## config.mk

```make
export PLATFORM = sky130hd
export DESIGN_NAME = uer_top
export DESIGN_NICKNAME = d
export VERILOG_FILES = /design/src/hw/uer_pkg.sv /design/src/hw/uer_ev_if.sv /design/src/hw/uer_irq.sv /design/src/hw/uer_payload.sv /design/src/hw/uer_top.sv
export SDC_FILE = /design/constraint.sdc
export NUM_CORES = 1
export LEC_CHECK = 0
export ABC_AREA = 1
export BUFFER_PORTS_ARGS = -buffer_cell sky130_fd_sc_hd__clkbuf_2
export CAP_MARGIN = 20
export CORE_MARGIN = 2
export CORE_UTILIZATION = 56
export DETAILED_ROUTE_END_ITERATION = 8
export HOLD_SLACK_MARGIN = 0.03
export PLACE_DENSITY = 0.81
export SYNTH_ARGS = -nofsm -noshare
export SYNTH_HDL_FRONTEND = slang
export SYNTH_SLANG_ARGS = --single-unit
```

## constraint.sdc

```tcl
create_clock -name ref_clk -period 4.7 [get_ports ref_clk]
set_clock_uncertainty 0.15 [all_clocks]
set_input_delay 0 -clock ref_clk [delete_from_list [all_inputs] [get_ports ref_clk]]
set_output_delay 0 -clock ref_clk [all_outputs]
set_load 0.1 [all_outputs]
```

## src/hw/uer_pkg.sv

```systemverilog
// Package for the endpoint receive status and buffer map block.
// Assumes a 32-bit APB register port and a single clock domain.
package uer_pkg;
    localparam int          DATA_W          = 32;
    localparam int          ADDR_W          = 8;
    localparam logic [7:0]  OFS_RX_CSR      = 8'h00;
    localparam logic [7:0]  OFS_FIFO_ADDR   = 8'h04;
    localparam logic [7:0]  OFS_CTRL        = 8'h08;
    localparam logic [7:0]  OFS_IRQ_STAT    = 8'h0c;
    localparam logic [7:0]  OFS_IRQ_MASK    = 8'h10;
    localparam logic [7:0]  OFS_PAYLOAD     = 8'h14;
    localparam int          BIT_ERR         = 18;
    localparam int          BIT_FULL        = 17;
    localparam int          BIT_RDY         = 16;
    localparam int          PACKET_MULTIPLIER_LSB        = 11;
    localparam int          PACKET_MULTIPLIER_W          = 5;
    localparam int          MAXP_W          = 11;
    localparam int          FAD_W           = 13;
    localparam int          RXFAD_LSB       = 16;
    localparam int          UNIT_SHIFT      = 3;
    localparam logic [1:0]  NODATA_LIMIT    = 2'h3;
    localparam int          IRQ_W           = 3;
    localparam int          IRQ_RDY         = 0;
    localparam int          IRQ_ERR         = 1;
    localparam int          IRQ_FULL        = 2;
    localparam logic [31:0] RST_WORD        = 32'h0000_0000;
    localparam int          PAYLOAD_W       = 17;

    typedef enum logic [1:0] {XFER_BULK, XFER_INTR, XFER_ISO} uer_xfer_type;
    typedef enum logic [1:0] {APB_IDLE, APB_ACCESS} uer_apb_state_type;
endpackage

```

## src/hw/uer_ev_if.sv

```systemverilog
// Event bundle between endpoint core and interrupt unit.
// Assumes one clock; events are single-cycle pulses.
`timescale 1ns/1ns
interface uer_ev_if;
    logic [2:0] evPulse;
    logic [2:0] statusBits;
    logic       statusRead;
    modport src (output evPulse, output statusRead, input statusBits);
    modport dst (input evPulse, input statusRead, output statusBits);
endinterface

```

## src/hw/uer_irq.sv

```systemverilog
// Sticky interrupt status with mask; a status read clears it.
// Assumes statusRead pulses once, at the edge where the status word is captured.
`timescale 1ns/1ns
module uer_irq
    import uer_pkg::*;
#(
    parameter int W = IRQ_W
) (
    input  wire logic ref_clk,
    input  wire logic resetn,
    uer_ev_if.dst     ev,
    input  wire logic [W-1:0] mask,
    output logic      irq
);
    typedef struct packed {
        logic [W-1:0] stat;
    } uer_irq_type;
    uer_irq_type st_ff, nxt_st;

    always_comb begin
        nxt_st = st_ff;
        // Set beats the read clear so no event is lost
        if (ev.statusRead) begin
            nxt_st.stat = '0;
        end
        nxt_st.stat = nxt_st.stat | ev.evPulse;
    end

    always_ff @(posedge ref_clk or negedge resetn) begin
        if (!resetn) begin
            st_ff <= '0;
        end else begin
            st_ff <= nxt_st;
        end
    end

    assign ev.statusBits = st_ff.stat;
    assign irq           = |(st_ff.stat & mask);

    chk_irq_level: assert property (@(posedge ref_clk) disable iff (!resetn)
        (|(ev.evPulse & mask)) |=> (irq || mask != $past(mask)))
        else $error("unmasked event did not raise irq");
    chk_sticky_hold: assert property (@(posedge ref_clk) disable iff (!resetn)
        (ev.evPulse[0]) |=> st_ff.stat[0]) else $error("event not kept");
endmodule

```

## src/hw/uer_payload.sv

```systemverilog
// Payload size from max payload and multiplier.
// Assumes inputs are stable register fields.
`timescale 1ns/1ns
module uer_payload
    import uer_pkg::*;
(
    input  wire logic [MAXP_W-1:0]    maxPayload,
    input  wire logic [PACKET_MULTIPLIER_W-1:0]    packet_multiplier,
    input  wire logic                 useMult,
    output logic      [PAYLOAD_W-1:0] payload
);
    logic [PAYLOAD_W-1:0] factor;
    always_comb begin
        factor  = PAYLOAD_W'(packet_multiplier) + PAYLOAD_W'(1);
        payload = useMult ? PAYLOAD_W'(PAYLOAD_W'(maxPayload) * factor)
                          : PAYLOAD_W'(maxPayload);
    end
endmodule

```

## src/hw/uer_top.sv

```systemverilog
// Endpoint receive status, payload sizing and FIFO start map over APB.
// Assumes the USB core gives receive events as one-cycle pulses.
//
// The implementer's own choices: register access over APB and the register offsets.
`timescale 1ns/1ns
module uer_top
    import uer_pkg::*;
(
    input  wire logic                      ref_clk,
    input  wire logic                      resetn,
    input  wire logic                      psel,
    input  wire logic                      penable,
    input  wire logic                      pwrite,
    input  wire logic [uer_pkg::ADDR_W-1:0] paddr,
    input  wire logic [uer_pkg::DATA_W-1:0] pwdata,
    input  wire logic [3:0]                pstrb,
    output logic      [uer_pkg::DATA_W-1:0] prdata,
    output logic                           pready,
    output logic                           pslverr,
    input  wire logic                      rxPacketDone,
    input  wire logic                      rxPacketDropped,
    input  wire logic                      rxAttemptNoData,
    input  wire logic                      rxAttemptData,
    input  wire logic                      rxFifoNoRoom,
    output logic      [15:0]               rxBufferStartByte,
    output logic      [15:0]               txBufferStartByte,
    output logic      [uer_pkg::PAYLOAD_W-1:0] payloadSize,
    output logic      [uer_pkg::PACKET_MULTIPLIER_W-1:0] txnPerMicroframe,
    output logic                           rxPacketWaiting,
    output logic                           irq
);
    import uer_pkg::*;

    // Control word: bit0 host mode, bits 2:1 transfer type, bit3 high speed
    typedef struct packed {
        uer_apb_state_type     apb;
        logic [DATA_W-1:0]     rdata;
        logic                  slvErr;
        logic                  overrunErr;
        logic                  rdyFlag;
        logic [PACKET_MULTIPLIER_W-1:0]     packet_multiplier;
        logic [MAXP_W-1:0]     maxp;
        logic [FAD_W-1:0]      rxStart;
        logic [FAD_W-1:0]      txStart;
        logic                  hostMode;
        uer_xfer_type          xfer;
        logic                  highSpeed;
        logic                  splitBulk;
        logic [IRQ_W-1:0]      mask;
        logic [1:0]            missCnt;
    } uer_top_type;

    uer_top_type st_ff, nxt_st;
    uer_ev_if    evBus();
    logic        wrDone;
    logic        rdStart;
    logic        csrWordFullPrev;
    logic        errAllowed;
    logic        setErr;
    logic [DATA_W-1:0] csrWord;
    logic [DATA_W-1:0] fadWord;

    assign wrDone = psel && penable && pwrite && st_ff.apb == APB_ACCESS;
    // Reads are captured at the setup edge so prdata stands through the access cycle
    assign rdStart = psel && !penable && !pwrite && st_ff.apb == APB_IDLE;

    // Error bit is meaningful only for the mode's allowed transfer types
    always_comb begin
        if (st_ff.hostMode) begin
            errAllowed = st_ff.xfer != XFER_ISO;
        end else begin
            errAllowed = st_ff.xfer == XFER_ISO;
        end
    end

    always_comb begin
        setErr = 1'b0;
        if (!st_ff.hostMode) begin
            setErr = rxPacketDropped && errAllowed;
        end else if (errAllowed && rxAttemptNoData && st_ff.missCnt == NODATA_LIMIT - 2'h1) begin
            setErr = 1'b1;
        end
    end

    always_comb begin
        csrWord                              = RST_WORD;
        csrWord[BIT_ERR]                     = st_ff.overrunErr && errAllowed;
        csrWord[BIT_FULL]                    = rxFifoNoRoom;
        csrWord[BIT_RDY]                     = st_ff.rdyFlag;
        csrWord[PACKET_MULTIPLIER_LSB +: PACKET_MULTIPLIER_W]          = st_ff.packet_multiplier;
        csrWord[MAXP_W-1:0]                  = st_ff.maxp;
        fadWord                              = RST_WORD;
        fadWord[RXFAD_LSB +: FAD_W]          = st_ff.rxStart;
        fadWord[FAD_W-1:0]                   = st_ff.txStart;
    end

    always_comb begin
        nxt_st        = st_ff;
        nxt_st.slvErr = 1'b0;
        case (st_ff.apb)
            APB_IDLE: begin
                if (psel && !penable) begin
                    nxt_st.apb = APB_ACCESS;
                end
            end
            APB_ACCESS: begin
                nxt_st.apb = APB_IDLE;
            end
            default: begin
                nxt_st.apb = APB_IDLE;
            end
        endcase
        // Miss counter restarts on any data, on a no-data error, or outside host mode
        if (!st_ff.hostMode || rxAttemptData || setErr) begin
            nxt_st.missCnt = '0;
        end else if (rxAttemptNoData) begin
            nxt_st.missCnt = st_ff.missCnt + 2'h1;
        end
        if (wrDone) begin
            case (paddr)
                OFS_RX_CSR: begin
                    // Writing one leaves flags alone; only zero clears
                    if (pstrb[2] && !pwdata[BIT_ERR]) begin
                        nxt_st.overrunErr = 1'b0;
                    end
                    if (pstrb[2] && !pwdata[BIT_RDY]) begin
                        nxt_st.rdyFlag = 1'b0;
                    end
                    if (pstrb[1]) begin
                        nxt_st.packet_multiplier          = pwdata[PACKET_MULTIPLIER_LSB +: PACKET_MULTIPLIER_W];
                        nxt_st.maxp[10:8]    = pwdata[10:8];
                    end
                    if (pstrb[0]) begin
                        nxt_st.maxp[7:0] = pwdata[7:0];
                    end
                end
                OFS_FIFO_ADDR: begin
                    if (pstrb[3]) nxt_st.rxStart[12:8] = pwdata[28:24];
                    if (pstrb[2]) nxt_st.rxStart[7:0]  = pwdata[23:16];
                    if (pstrb[1]) nxt_st.txStart[12:8] = pwdata[12:8];
                    if (pstrb[0]) nxt_st.txStart[7:0]  = pwdata[7:0];
                end
                OFS_CTRL: begin
                    if (pstrb[0]) begin
                        nxt_st.hostMode  = pwdata[0];
                        nxt_st.xfer      = uer_xfer_type'(pwdata[2:1]);
                        nxt_st.highSpeed = pwdata[3];
                        nxt_st.splitBulk = pwdata[4];
                    end
                end
                OFS_IRQ_MASK: begin
                    if (pstrb[0]) nxt_st.mask = pwdata[IRQ_W-1:0];
                end
                OFS_IRQ_STAT, OFS_PAYLOAD: begin
                end
                default: begin
                    nxt_st.slvErr = 1'b1;
                end
            endcase
        end
        // Hardware set wins over a same-cycle clear
        if (setErr) begin
            nxt_st.overrunErr = 1'b1;
        end
        if (rxPacketDone) begin
            nxt_st.rdyFlag = 1'b1;
        end
        if (rdStart) begin
            case (paddr)
                OFS_RX_CSR:    nxt_st.rdata = csrWord;
                OFS_FIFO_ADDR: nxt_st.rdata = fadWord;
                OFS_CTRL:      nxt_st.rdata = DATA_W'({st_ff.splitBulk, st_ff.highSpeed,
                                                       st_ff.xfer, st_ff.hostMode});
                OFS_IRQ_STAT:  nxt_st.rdata = DATA_W'(evBus.statusBits);
                OFS_IRQ_MASK:  nxt_st.rdata = DATA_W'(st_ff.mask);
                OFS_PAYLOAD:   nxt_st.rdata = DATA_W'(payloadSize);
                default: begin
                    nxt_st.rdata  = RST_WORD;
                    nxt_st.slvErr = 1'b1;
                end
            endcase
        end
    end

    always_ff @(posedge ref_clk or negedge resetn) begin
        if (!resetn) begin
            st_ff <= '0;
        end else begin
            st_ff <= nxt_st;
        end
    end

    // Zero wait: read data was taken at the setup edge, so it is valid with pready
    assign pready  = st_ff.apb == APB_ACCESS;
    assign prdata  = st_ff.rdata;
    assign pslverr = 1'b0;

    // Status clear shares the capture edge, so no event slips between read and clear
    assign evBus.evPulse    = {rxFifoNoRoom && !csrWordFullPrev, setErr, rxPacketDone};
    assign evBus.statusRead = rdStart && paddr == OFS_IRQ_STAT;

    always_ff @(posedge ref_clk or negedge resetn) begin
        if (!resetn) begin
            csrWordFullPrev <= 1'b0;
        end else begin
            csrWordFullPrev <= rxFifoNoRoom;
        end
    end

    uer_irq u_irq (
        .ref_clk (ref_clk),
        .resetn  (resetn),
        .ev      (evBus),
        .mask    (st_ff.mask),
        .irq     (irq)
    );

    // Bulk split or periodic endpoints use the multiplier
    uer_payload u_payload (
        .maxPayload (st_ff.maxp),
        .packet_multiplier       (st_ff.packet_multiplier),
        .useMult    (st_ff.xfer != XFER_BULK || st_ff.splitBulk),
        .payload    (payloadSize)
    );

    // High-speed periodic: field gives transactions per microframe
    assign txnPerMicroframe  = (st_ff.highSpeed && st_ff.xfer != XFER_BULK)
                               ? st_ff.packet_multiplier : PACKET_MULTIPLIER_W'(1);
    assign rxBufferStartByte = {st_ff.rxStart, UNIT_SHIFT'(0)};
    assign txBufferStartByte = {st_ff.txStart, UNIT_SHIFT'(0)};
    assign rxPacketWaiting   = st_ff.rdyFlag;

    chk_ready_set: assert property (@(posedge ref_clk) disable iff (!resetn)
        rxPacketDone |=> st_ff.rdyFlag) else $error("ready flag not set");
    chk_err_bulk_zero: assert property (@(posedge ref_clk) disable iff (!resetn)
        (!st_ff.hostMode && st_ff.xfer == XFER_BULK) |-> !csrWord[BIT_ERR])
        else $error("overrun visible on bulk");
    chk_err_iso_host: assert property (@(posedge ref_clk) disable iff (!resetn)
        (st_ff.hostMode && st_ff.xfer == XFER_ISO) |-> !csrWord[BIT_ERR])
        else $error("no-data error visible on iso");
    chk_overrun_set: assert property (@(posedge ref_clk) disable iff (!resetn)
        (!st_ff.hostMode && st_ff.xfer == XFER_ISO && rxPacketDropped) |=> st_ff.overrunErr)
        else $error("overrun not flagged");
    chk_nodata_three: assert property (@(posedge ref_clk) disable iff (!resetn)
        setErr && st_ff.hostMode |-> st_ff.missCnt == 2'h2)
        else $error("no-data error not on third miss");
    chk_err_sticky: assert property (@(posedge ref_clk) disable iff (!resetn)
        (st_ff.overrunErr && !wrDone) |=> st_ff.overrunErr)
        else $error("error cleared without write");
    chk_full_mirror: assert property (@(posedge ref_clk) disable iff (!resetn)
        csrWord[BIT_FULL] == rxFifoNoRoom) else $error("full bit wrong");
    chk_fad_zero: assert property (@(posedge ref_clk) disable iff (!resetn)
        fadWord[31:29] == 3'h0 && fadWord[15:13] == 3'h0)
        else $error("reserved bits nonzero");
    chk_rx_scale: assert property (@(posedge ref_clk) disable iff (!resetn)
        rxBufferStartByte == 16'(st_ff.rxStart * 8)) else $error("rx start scale");
    cov_packet: cover property (@(posedge ref_clk) rxPacketDone ##1 rxPacketWaiting);
    cov_overrun: cover property (@(posedge ref_clk) setErr && !st_ff.hostMode);
    cov_nodata: cover property (@(posedge ref_clk) setErr && st_ff.hostMode);
    cov_irq: cover property (@(posedge ref_clk) $rose(irq));
endmodule

```

==> results.yml, run 1 <==
run_status:
  outcome: "complete, no violations"
global_route:
  grt_use_total_pct: 28.8
  grt_antenna_before_repair: 0
  grt_pass1_wl_mm: 30.0
  grt_max_degree: 74
  grt_pass1_vias: 6230
  overflow: 0
placed_design:
  post-dp-hpwl_mm: 13.8
  place_area_mm2: 0.00761
  placed_cells: 1167
  gp_congestion: 0.954
  numPortBuffers: 130
  pre_cts_slack_ns: 0.199
synthesis:
  ys_seq_area_share_pct: 31.3
  synth_top_area_share_pct: 31.3
  synth_cell_type_count: 47
  synth_flop_cell: "dfrtp_1"
  synth_area_mm2: 0.00704
  syn_inst: 937
  synth_seq_cells: 88
  synth_area_leader_cell: "dfrtp_1"
  avgSynthCellArea_um2: 7.52
  synth_edf_count: 0
  ys_top_cells_by_area: "dfrtp_1, nand2_1, fa_1"
  yosysWarnings: 0
  synth-async-reset-ratio_pct: 100
cts:
  cts_max_level: 3
  numCtsBuffers: 9
  clk_latency_ns: 0.34
  cts_tree: "done"
  clock_path_buffers: 2
  clkSinkCount: 88
  path_clk_slew_ns: 0.07
  cts_root_buf: "clkbuf_16"
routing:
  dr.first_iter.drc_count: 526
  vias: 6545
  wl_per_cell_um: 15.7
  first_pass_iters: 5
  viasPerCell: 5.22
  wirelength_mm: 19.7
  drc_errors: 0
  detail-route-antenna-nets: 0
sta:
  tns_ns: 0
  min_period_over_period_pct: 98.3
  rsz0062_at_grt: "true"
  max_freq_mhz: 216
  layout_min_cycle_time_ns: 4.62
  slew_headroom_pct: 38.7
  finalHoldViolations: 0
  setup_violations: 0
  worst_pin_slew_ns: 0.919
  hold_slack_ns: 0.0649
  timing.final.ws_setup_ns: 0.0778
  drv_slew: 0
worst_setup_path:
  path_delay_family: "adder cells"
  path_cells: "buf_6 -> nand4_1 -> buf_4 -> nand2_2 -> buf_6 -> nor2_2 -> fa_1 -> fa_1 -> inv_1 -> fa_1 -> inv_1 -> ha_4 -> a21oi_2 -> nor2_1 -> nor2_1 -> nand3_1 -> nand2_1 -> nand2_1 -> nor2_2 -> buf_12"
  path_max_fanout: 5
  cpPeakStageDelay_ns: 0.54
  crit_top_cell: "fa_1"
  path_class: "flip-flop to output pin"
  r2r_slack_ns: 0.33
  arrival_ns: 4.47
  cp_slowest_cell: "fa_1"
  critPathBufInv: 6
  end_kind: "output pin"
  startpoint_type: "flip-flop"
  cp_data_required_time_ns: 4.55
cells_and_area:
  area.growth.synth_to_final_pct: 25.8
  drive_gt1_share_pct: 25.5
  n_fill_cell: 925
  layout_commonest_cell: "nand2_1"
  postLayoutCellArea_mm2: 0.00886
  final_core_utilization_pct: 72.8
  diodes: 0
  finalNonFillerCells: 1254
  fin_nets: 1199
  layout_common_cells: "nand2_1, inv_1, clkbuf_2"
power:
  powerDensity_mw_per_mm2: 192
  ir_worst_vdd_mv: 0.225
  totalPowerFinal_mw: 1.70
  p_leak_nw: 4.82
floorplanning:
  initial_core_util_pct: 57.9
  die_area_mm2: 0.0135
  fp.dieW_um: 116
  core_mm2: 0.0122
  ios: 144
  die_h_um: 116
  rows: 40
job:
  drv_cap: 0
min_path:
  hp-class: "primary input to flip-flop"
## power breakdown
group	total, mW	switching, mW	internal [mW]
clock	0.785	0.312	0.472
sequential	0.762	0.00249	0.760
combinational	0.158	0.106	0.0514
total	1.70	0.421	1.28
## state kept, by name (all words and copies together) (netlist names)
signal               cells
csrWord                 16
csrWordFullPrev          1
prdata                  29
rxBufferStartByte       13
rxPacketWaiting          1
st_ff                   12
txBufferStartByte       13
u_irq.ev.statusBits      3
## per-layer routing
layer	global-route usage (%)	up-vias	part of all wire [%]
met5	0	-	0
li1	-	3082	-
met1	38.3	3099	41
met4	11.2	0	3.7
met3	5.66	60	7.1
met2	46.7	304	48
## repair_timing
| action | 4_1_cts | 5_1_grt |
|---|---|---|
| endpoints found under the hold margin | 148 | 0 |
| gates resized for setup | 9 | 58 |
| gates cloned | 0 | 1 |
| endpoints found under the setup margin | 9 | 16 |
| setup buffers | 3 | 16 |
| pin swaps | 2 | 29 |
| hold buffers | 51 | 0 |
## logic make-up after synthesis
family / share of synthesized area [%]
AO/OA/AOI/OAI: 8.35
XOR/XNOR: 0.746
adder cells (fa/ha/maj): 15.3
buffers and inverters: 18.3
flip-flops: 31.3
multiplexers: 1.23
other: 0.0532
AND/OR/NAND/NOR: 24.7
## worst register-to-register path, stage by stage, from the launching register on
cell and delay (ns):
dfrtp_2 0.46, ha_4 0.19, xnor2_2 0.16, buf_4 0.18, buf_4 0.13, nor2_4 0.03, fa_1 0.49, fa_1 0.56
inv_2 0.04, fa_1 0.52, inv_1 0.06, ha_4 0.26, nand2_1 0.10, nand2_2 0.07, nand2_1 0.07, nand2_2 0.06
a21oi_2 0.15, buf_4 0.13, nand3_2 0.07, nand4_1 0.15, nand2_1 0.10, nand2_1 0.07, nand2_1 0.05
## path summary, 6_finish.rpt
kind                                                 from                                to  cells past startpoint
max in group asynchronous                          resetn            prdata[24]$_DFFE_PN0P_                      3
min in group asynchronous                          resetn            prdata[20]$_DFFE_PN0P_                      3
worst min register to register  csrWordFullPrev$_DFF_PN0_  u_irq.ev.statusBits[2]$_DFF_PN0_                      1
worst min-delay path                               pwrite             prdata[2]$_DFFE_PN0P_                      5
worst max-delay path              csrWord[11]$_DFFE_PN0P_                   payloadSize[13]                     20
worst max register to register    csrWord[11]$_DFFE_PN0P_            prdata[16]$_DFFE_PN0P_                     22
## final cells by class
cell class | count | area [um^2] | share of cell area, %
Tap cell | 168 | 210 | 2.37
Inverter | 179 | 674 | 7.61
Sequential cell | 88 | 2200 | 24.9
Clock buffer | 9 | 225 | 2.54
Clock inverter | 7 | 100 | 1.13
Timing Repair Buffer | 209 | 1570 | 17.7
Multi-Input combinational cell | 594 | 3880 | 43.8
## cell usage after synthesis, types with 3 or more instances
library cell,number
nand2_1,248
inv_1,172
dfrtp_1,88
nor2_1,84
buf_4,68
fa_1,37
o21ai_0,35
o21ai_1,30
ha_1,27
a21oi_1,24
nand3_1,22
nand4_1,12
buf_2,7
nand2_2,7
clkbuf_1,6
nand3b_1,6
inv_2,5
mux2_4,5
nor2_4,5
o21a_1,4
xnor2_1,4
a22oi_1,3
buf_6,3
nand3_2,3
nor2_2,3
o211ai_1,3
Power figures use the tool's default switching activity.
==> run 2, diff against run 1 <==
Settings changed: RECOVER_POWER from default to 25.
==> run 2 against run 1 <==
The flow now finishes with violations (capacitance limit, slew limit). Sequential share of layout area increased by 0.053 points. Die area unchanged. Non-clock buffer count unchanged. Register-to-register slack about the same. Setup slack improved by 0.0010 ns. Largest cell class unchanged.
==> results.yml, run 2 (same netlist as run 1, synthesis figures left out) <==
power:
  p_leak_nw: 4.77
  ir_worst_vdd_mv: 0.227
  powerDensity_mw_per_mm2: 193
sta:
  tns_ns: 0
  worst_pin_slew_ns: 1.79
  min_period_over_period_pct: 98.3
  finalHoldViolations: 0
  slew_headroom_pct: -19.3
  timing.final.ws_setup_ns: 0.0788
  rsz0062_at_grt: "true"
  layout_min_cycle_time_ns: 4.62
  setup_violations: 0
  drv_slew: 74
  hold_slack_ns: 0.0631
  max_freq_mhz: 216
floorplanning:
  fp.dieW_um: 116
  die_h_um: 116
  core_mm2: 0.0122
  ios: 144
  die_area_mm2: 0.0135
  rows: 40
  initial_core_util_pct: 57.9
worst_setup_path:
  arrival_ns: 4.47
  cp_slowest_cell: "fa_1"
  crit_top_cell: "fa_1"
  startpoint_type: "flip-flop"
  rr_worst_depth: 22
  cp_data_required_time_ns: 4.55
  path_delay_family: "adder cells"
  path_max_fanout: 5
  critPathBufInv: 6
  reg2reg_from: "csrWord[11]$_DFFE_PN0P_"
  path_class: "flip-flop to output pin"
  end_kind: "output pin"
  cpPeakStageDelay_ns: 0.54
  r2r-end: "prdata[16]$_DFFE_PN0P_"
  r2r_slack_ns: 0.34
  path_cells: "buf_6 -> nand4_1 -> buf_4 -> nand2_2 -> buf_6 -> nor2_2 -> fa_1 -> fa_1 -> inv_1 -> fa_1 -> inv_1 -> ha_4 -> a21oi_2 -> nor2_1 -> nor2_1 -> nand3_1 -> nand2_1 -> nand2_1 -> nor2_2 -> buf_12"
job:
  drv_cap: 1
placed_design:
  place_area_mm2: 0.00761
  post-dp-hpwl_mm: 13.8
  placed_cells: 1167
  numPortBuffers: 130
  pre_cts_slack_ns: 0.199
  gp_congestion: 0.954
routing:
  drc_errors: 0
  detail-route-antenna-nets: 0
  viasPerCell: 5.22
  dr.first_iter.drc_count: 526
  wl_per_cell_um: 15.7
  vias: 6549
  first_pass_iters: 7
  wirelength_mm: 19.7
cts:
  clock_path_buffers: 2
  clk_latency_ns: 0.34
  cts_max_level: 3
  numCtsBuffers: 9
  cts_root_buf: "clkbuf_16"
  clkSinkCount: 88
  cts_tree: "done"
  path_clk_slew_ns: 0.07
global_route:
  grt_pass1_wl_mm: 30.0
  overflow: 0
  grt_use_met1_pct: 38.3
  grt_busiest_layer: "met2"
  use_met2_pct: 46.7
  grt_use_total_pct: 28.8
  grt_antenna_before_repair: 0
  grtUsageMet3_pct: 5.66
  grt_pass1_vias: 6230
  grt_max_degree: 74
cells_and_area:
  finalNonFillerCells: 1254
  postLayoutCellArea_mm2: 0.00884
  area.growth.synth_to_final_pct: 25.5
  layout_commonest_cell: "nand2_1"
  fin_nets: 1199
  diodes: 0
  layout_common_cells: "nand2_1, inv_1, clkbuf_2"
  drive_gt1_share_pct: 24.3
  largest_reg_flops: 29
  n_fill_cell: 936
run_status:
  violations: "capacitance limit, slew limit"
  outcome: "finished, violations left"
min_path:
  holdCritStartpoint: "pwrite"
  hp-class: "primary input to flip-flop"
  min_to: "prdata[2]$_DFFE_PN0P_"
  worstHoldPathCells: 5
==> run 2: cell count changes in the layout (fill, tap and decap cells not counted), sizes merged <==
cell,change
buf,-2
clkbuf,+2
==> run 2: worst max path at each step <==
stage | startpoint | to | cells after the start | slack (ns)
after floorplan | csrWord[11]$_DFFE_PN0P_ | prdata[4]$_DFFE_PN0P_ | 14 | -0.26
after global placement | csrWord[13]$_DFFE_PN0P_ | prdata[15]$_DFFE_PN0P_ | 21 | 0.30
after detailed placement | csrWord[13]$_DFFE_PN0P_ | prdata[16]$_DFFE_PN0P_ | 23 | 0.20
after CTS | csrWord[11]$_DFFE_PN0P_ | payloadSize[13] | 19 | 0.002
after global routing | csrWord[11]$_DFFE_PN0P_ | payloadSize[12] | 21 | -0.08
final | csrWord[11]$_DFFE_PN0P_ | payloadSize[13] | 20 | 0.08
==> run 2: per-stage QoR <==
stage,util (%),power [mW]
CTS,69.9,1.70
floorplan,-,0.860
global route,72.7,1.75
global placement,62.6,0.900
detailed placement,62.6,0.902
finish,72.7,1.70
==> run 2: power by group <==
| group | internal [mW] | switching, mW | total, mW |
|---|---|---|---|
| Clock | 0.472 | 0.312 | 0.784 |
| Combinational | 0.0509 | 0.106 | 0.157 |
| Sequential | 0.760 | 0.00251 | 0.762 |
| Total | 1.28 | 0.421 | 1.70 |
==> run 2: final cells by class <==
cell class	instances	area, um^2	area share, %
Clock inverter	7	100	1.13
Multi-Input combinational cell	594	3880	43.8
Inverter	179	674	7.63
Timing Repair Buffer	209	1550	17.5
Tap cell	168	210	2.38
Sequential cell	88	2200	24.9
Clock buffer	9	225	2.55
==> run 2: worst min-delay path: cells and delay by family <==
kind | cells | cell delay, ns
buffers and inverters | 2 | 0.33
AND/OR/NAND/NOR | 3 | 0.18
==> run 2: layer usage <==
layer / routed length (um) / up-vias / part of all wire, %
met3: 1450 / 62 / 7.3
met4: 705 / 0 / 3.6
met5: 0 / - / 0
met2: 9520 / 299 / 48
li1: - / 3082 / -
met1: 8060 / 3106 / 41
==> run 2: timing repair <==
| action | in CTS | in global routing |
|---|---|---|
| pin swaps | 2 | 29 |
| endpoints found under the setup margin | 9 | 16 |
| hold buffers | 51 | 0 |
| hold endpoints to repair | 148 | 0 |
| gates resized for setup | 9 | 58 |
| setup buffers | 3 | 16 |
| gates cloned | 0 | 1 |
==> run 3, diff against run 2 <==
Settings changed: HOLD_SLACK_MARGIN 0.03 to 0.12.
==> run 3 against run 2 <==
Largest cell class unchanged. Clock power barely moved. The flow still finishes with violations (capacitance limit, slew limit). Sequential power barely moved. Global-route usage grew 1.5 points. Register-to-register slack got worse by 0.05 ns. Non-clock buffer count increased by 17. Sequential share of layout area shrank 0.52 points. Setup slack improved by 0.036 ns.
==> results.yml, run 3 (same netlist as run 1, synthesis figures left out) <==
global_route:
  grt_max_degree: 74
  grt_pass1_vias: 6492
  grt_use_total_pct: 30.2
  grtUsageMet3_pct: 6.18
  use_met2_pct: 48.7
  grt_use_met1_pct: 39.4
  grt_pass1_wl_mm: 31.6
  grt_busiest_layer: "met2"
  overflow: 0
  grt_antenna_before_repair: 0
worst_setup_path:
  arrival_ns: 4.44
  end_kind: "output pin"
  startpoint_type: "flip-flop"
  crit_top_cell: "fa_1"
  cp_slowest_cell: "fa_1"
  path_cells: "inv_2 -> o31ai_4 -> nand2_4 -> inv_2 -> buf_4 -> nand2_1 -> fa_1 -> fa_1 -> fa_1 -> inv_1 -> ha_4 -> nor2_2 -> inv_1 -> nand3_1 -> nand2_2 -> xnor2_1 -> a21oi_2 -> buf_12"
  path_max_fanout: 4
  cp_data_required_time_ns: 4.55
  cpPeakStageDelay_ns: 0.54
  path_class: "flip-flop to output pin"
  path_delay_family: "adder cells"
  critPathBufInv: 6
cells_and_area:
  area.growth.synth_to_final_pct: 28.2
  n_fill_cell: 878
  largest_reg_flops: 29
  final_core_utilization_pct: 74.2
  drive_gt1_share_pct: 24.6
  layout_common_cells: "nand2_1, inv_1, clkbuf_2"
  final-seq-area_mm2: 0.00220
  fin_nets: 1216
  layout_commonest_cell: "nand2_1"
  postLayoutCellArea_mm2: 0.00903
  multi_input_area_mm2: 0.00388
placed_design:
  gp_congestion: 0.954
  place_area_mm2: 0.00761
  post-dp-hpwl_mm: 13.8
  numPortBuffers: 130
cts:
  clkSinkCount: 88
  clock_path_buffers: 2
  clk_latency_ns: 0.34
  cts_max_level: 3
  path_clk_slew_ns: 0.07
  numCtsBuffers: 9
  cts_tree: "done"
  cts_root_buf: "clkbuf_16"
power:
  totalPowerFinal_mw: 1.71
  ir_worst_vdd_mv: 0.227
  powerDensity_mw_per_mm2: 190
  p_leak_nw: 4.88
routing:
  detail-route-antenna-nets: 0
  vias: 6787
  viasPerCell: 5.33
  dr.first_iter.drc_count: 688
  first_pass_iters: 6
  drc_errors: 0
  wirelength_mm: 20.6
  wl_per_cell_um: 16.2
floorplanning:
  die_area_mm2: 0.0135
  ios: 144
  initial_core_util_pct: 57.9
  die_h_um: 116
  fp.dieW_um: 116
  rows: 40
  core_mm2: 0.0122
sta:
  hold_slack_ns: 0.143
  drv_slew: 74
  worst_pin_slew_ns: 1.78
  min_period_over_period_pct: 97.6
  layout_min_cycle_time_ns: 4.59
  slew_headroom_pct: -18.7
  setup_violations: 0
  finalHoldViolations: 0
  max_freq_mhz: 218
run_status:
  violations: "capacitance limit, slew limit"
  outcome: "finished, violations left"
job:
  drv_cap: 1
min_path:
  hp-class: "primary input to flip-flop"
[run 3: cell types whose count changed in the layout (fill, tap and decap cells not counted), sizes merged]
cell	before	now
dlygate4sd3	51	68
diode	0	2
buf	38	39
clkdlybuf4s15	1	0
[run 3: worst min-delay path, cell delays in order]
cell and delay, ns:
clkbuf_2 0.11, inv_1 0.05, nand2_1 0.10, o211ai_2 0.12, nand3_4 0.13, o21ai_0 0.08
[run 3: power breakdown]
part	total, mW	switching (mW)	internal (mW)
sequential	0.762	0.00258	0.760
combinational	0.164	0.109	0.0551
clock	0.786	0.314	0.472
total	1.71	0.425	1.29
[run 3: cell type report]
type | instances | share of cell area (%)
clock inverter | 7 | 1.11
multi-input combinational | 594 | 43.0
inverter | 179 | 7.47
sequential | 88 | 24.4
tap | 168 | 2.33
antenna | 2 | 0.0554
timing repair buffer | 226 | 19.1
clock buffer | 9 | 2.49
[run 3: stage by stage]
step	worst slack, ns	TNS, ns	std cells
CTS	0.00177	0	1254
detailed placement	0.199	0	1167
global placement	0.302	0	1167
global route	-0.0703	-0.228	1271
finish	0.115	0	1273
floorplan	-0.261	-0.261	946
[run 3: repair_timing]
action | 4_1_cts | 5_1_grt
endpoints found under the setup margin | 9 | 15
resized for setup | 9 | 60
hold buffers | 68 | 0
pin swaps | 2 | 28
hold endpoints to repair | 170 | 0
buffers inserted | 3 | 17
[run 3: worst paths after layout]
path | start | endpoint | slack (ns) | cells past startpoint
setup / recovery | csrWord[12]$_DFFE_PN0P_ | payloadSize[8] | 0.11 | 18
hold / removal | paddr[1] | prdata[21]$_DFFE_PN0P_ | 0.14 | 6
setup reg to reg | csrWord[12]$_DFFE_PN0P_ | prdata[8]$_DFFE_PN0P_ | 0.29 | 21
hold reg to reg | csrWordFullPrev$_DFF_PN0_ | u_irq.ev.statusBits[2]$_DFF_PN0_ | 0.31 | 1
max in group asynchronous | resetn | csrWord[11]$_DFFE_PN0P_ | 2.55 | 3
min in group asynchronous | resetn | rxBufferStartByte[8]$_DFFE_PN0P_ | 0.63 | 3
[run 3: routing by layer]
metal / wire, um / vias up
li1: - / 3118
met1: 8240 / 3196
met2: 9740 / 382
met3: 1640 / 91
met4: 988 / 0
met5: 0 / -
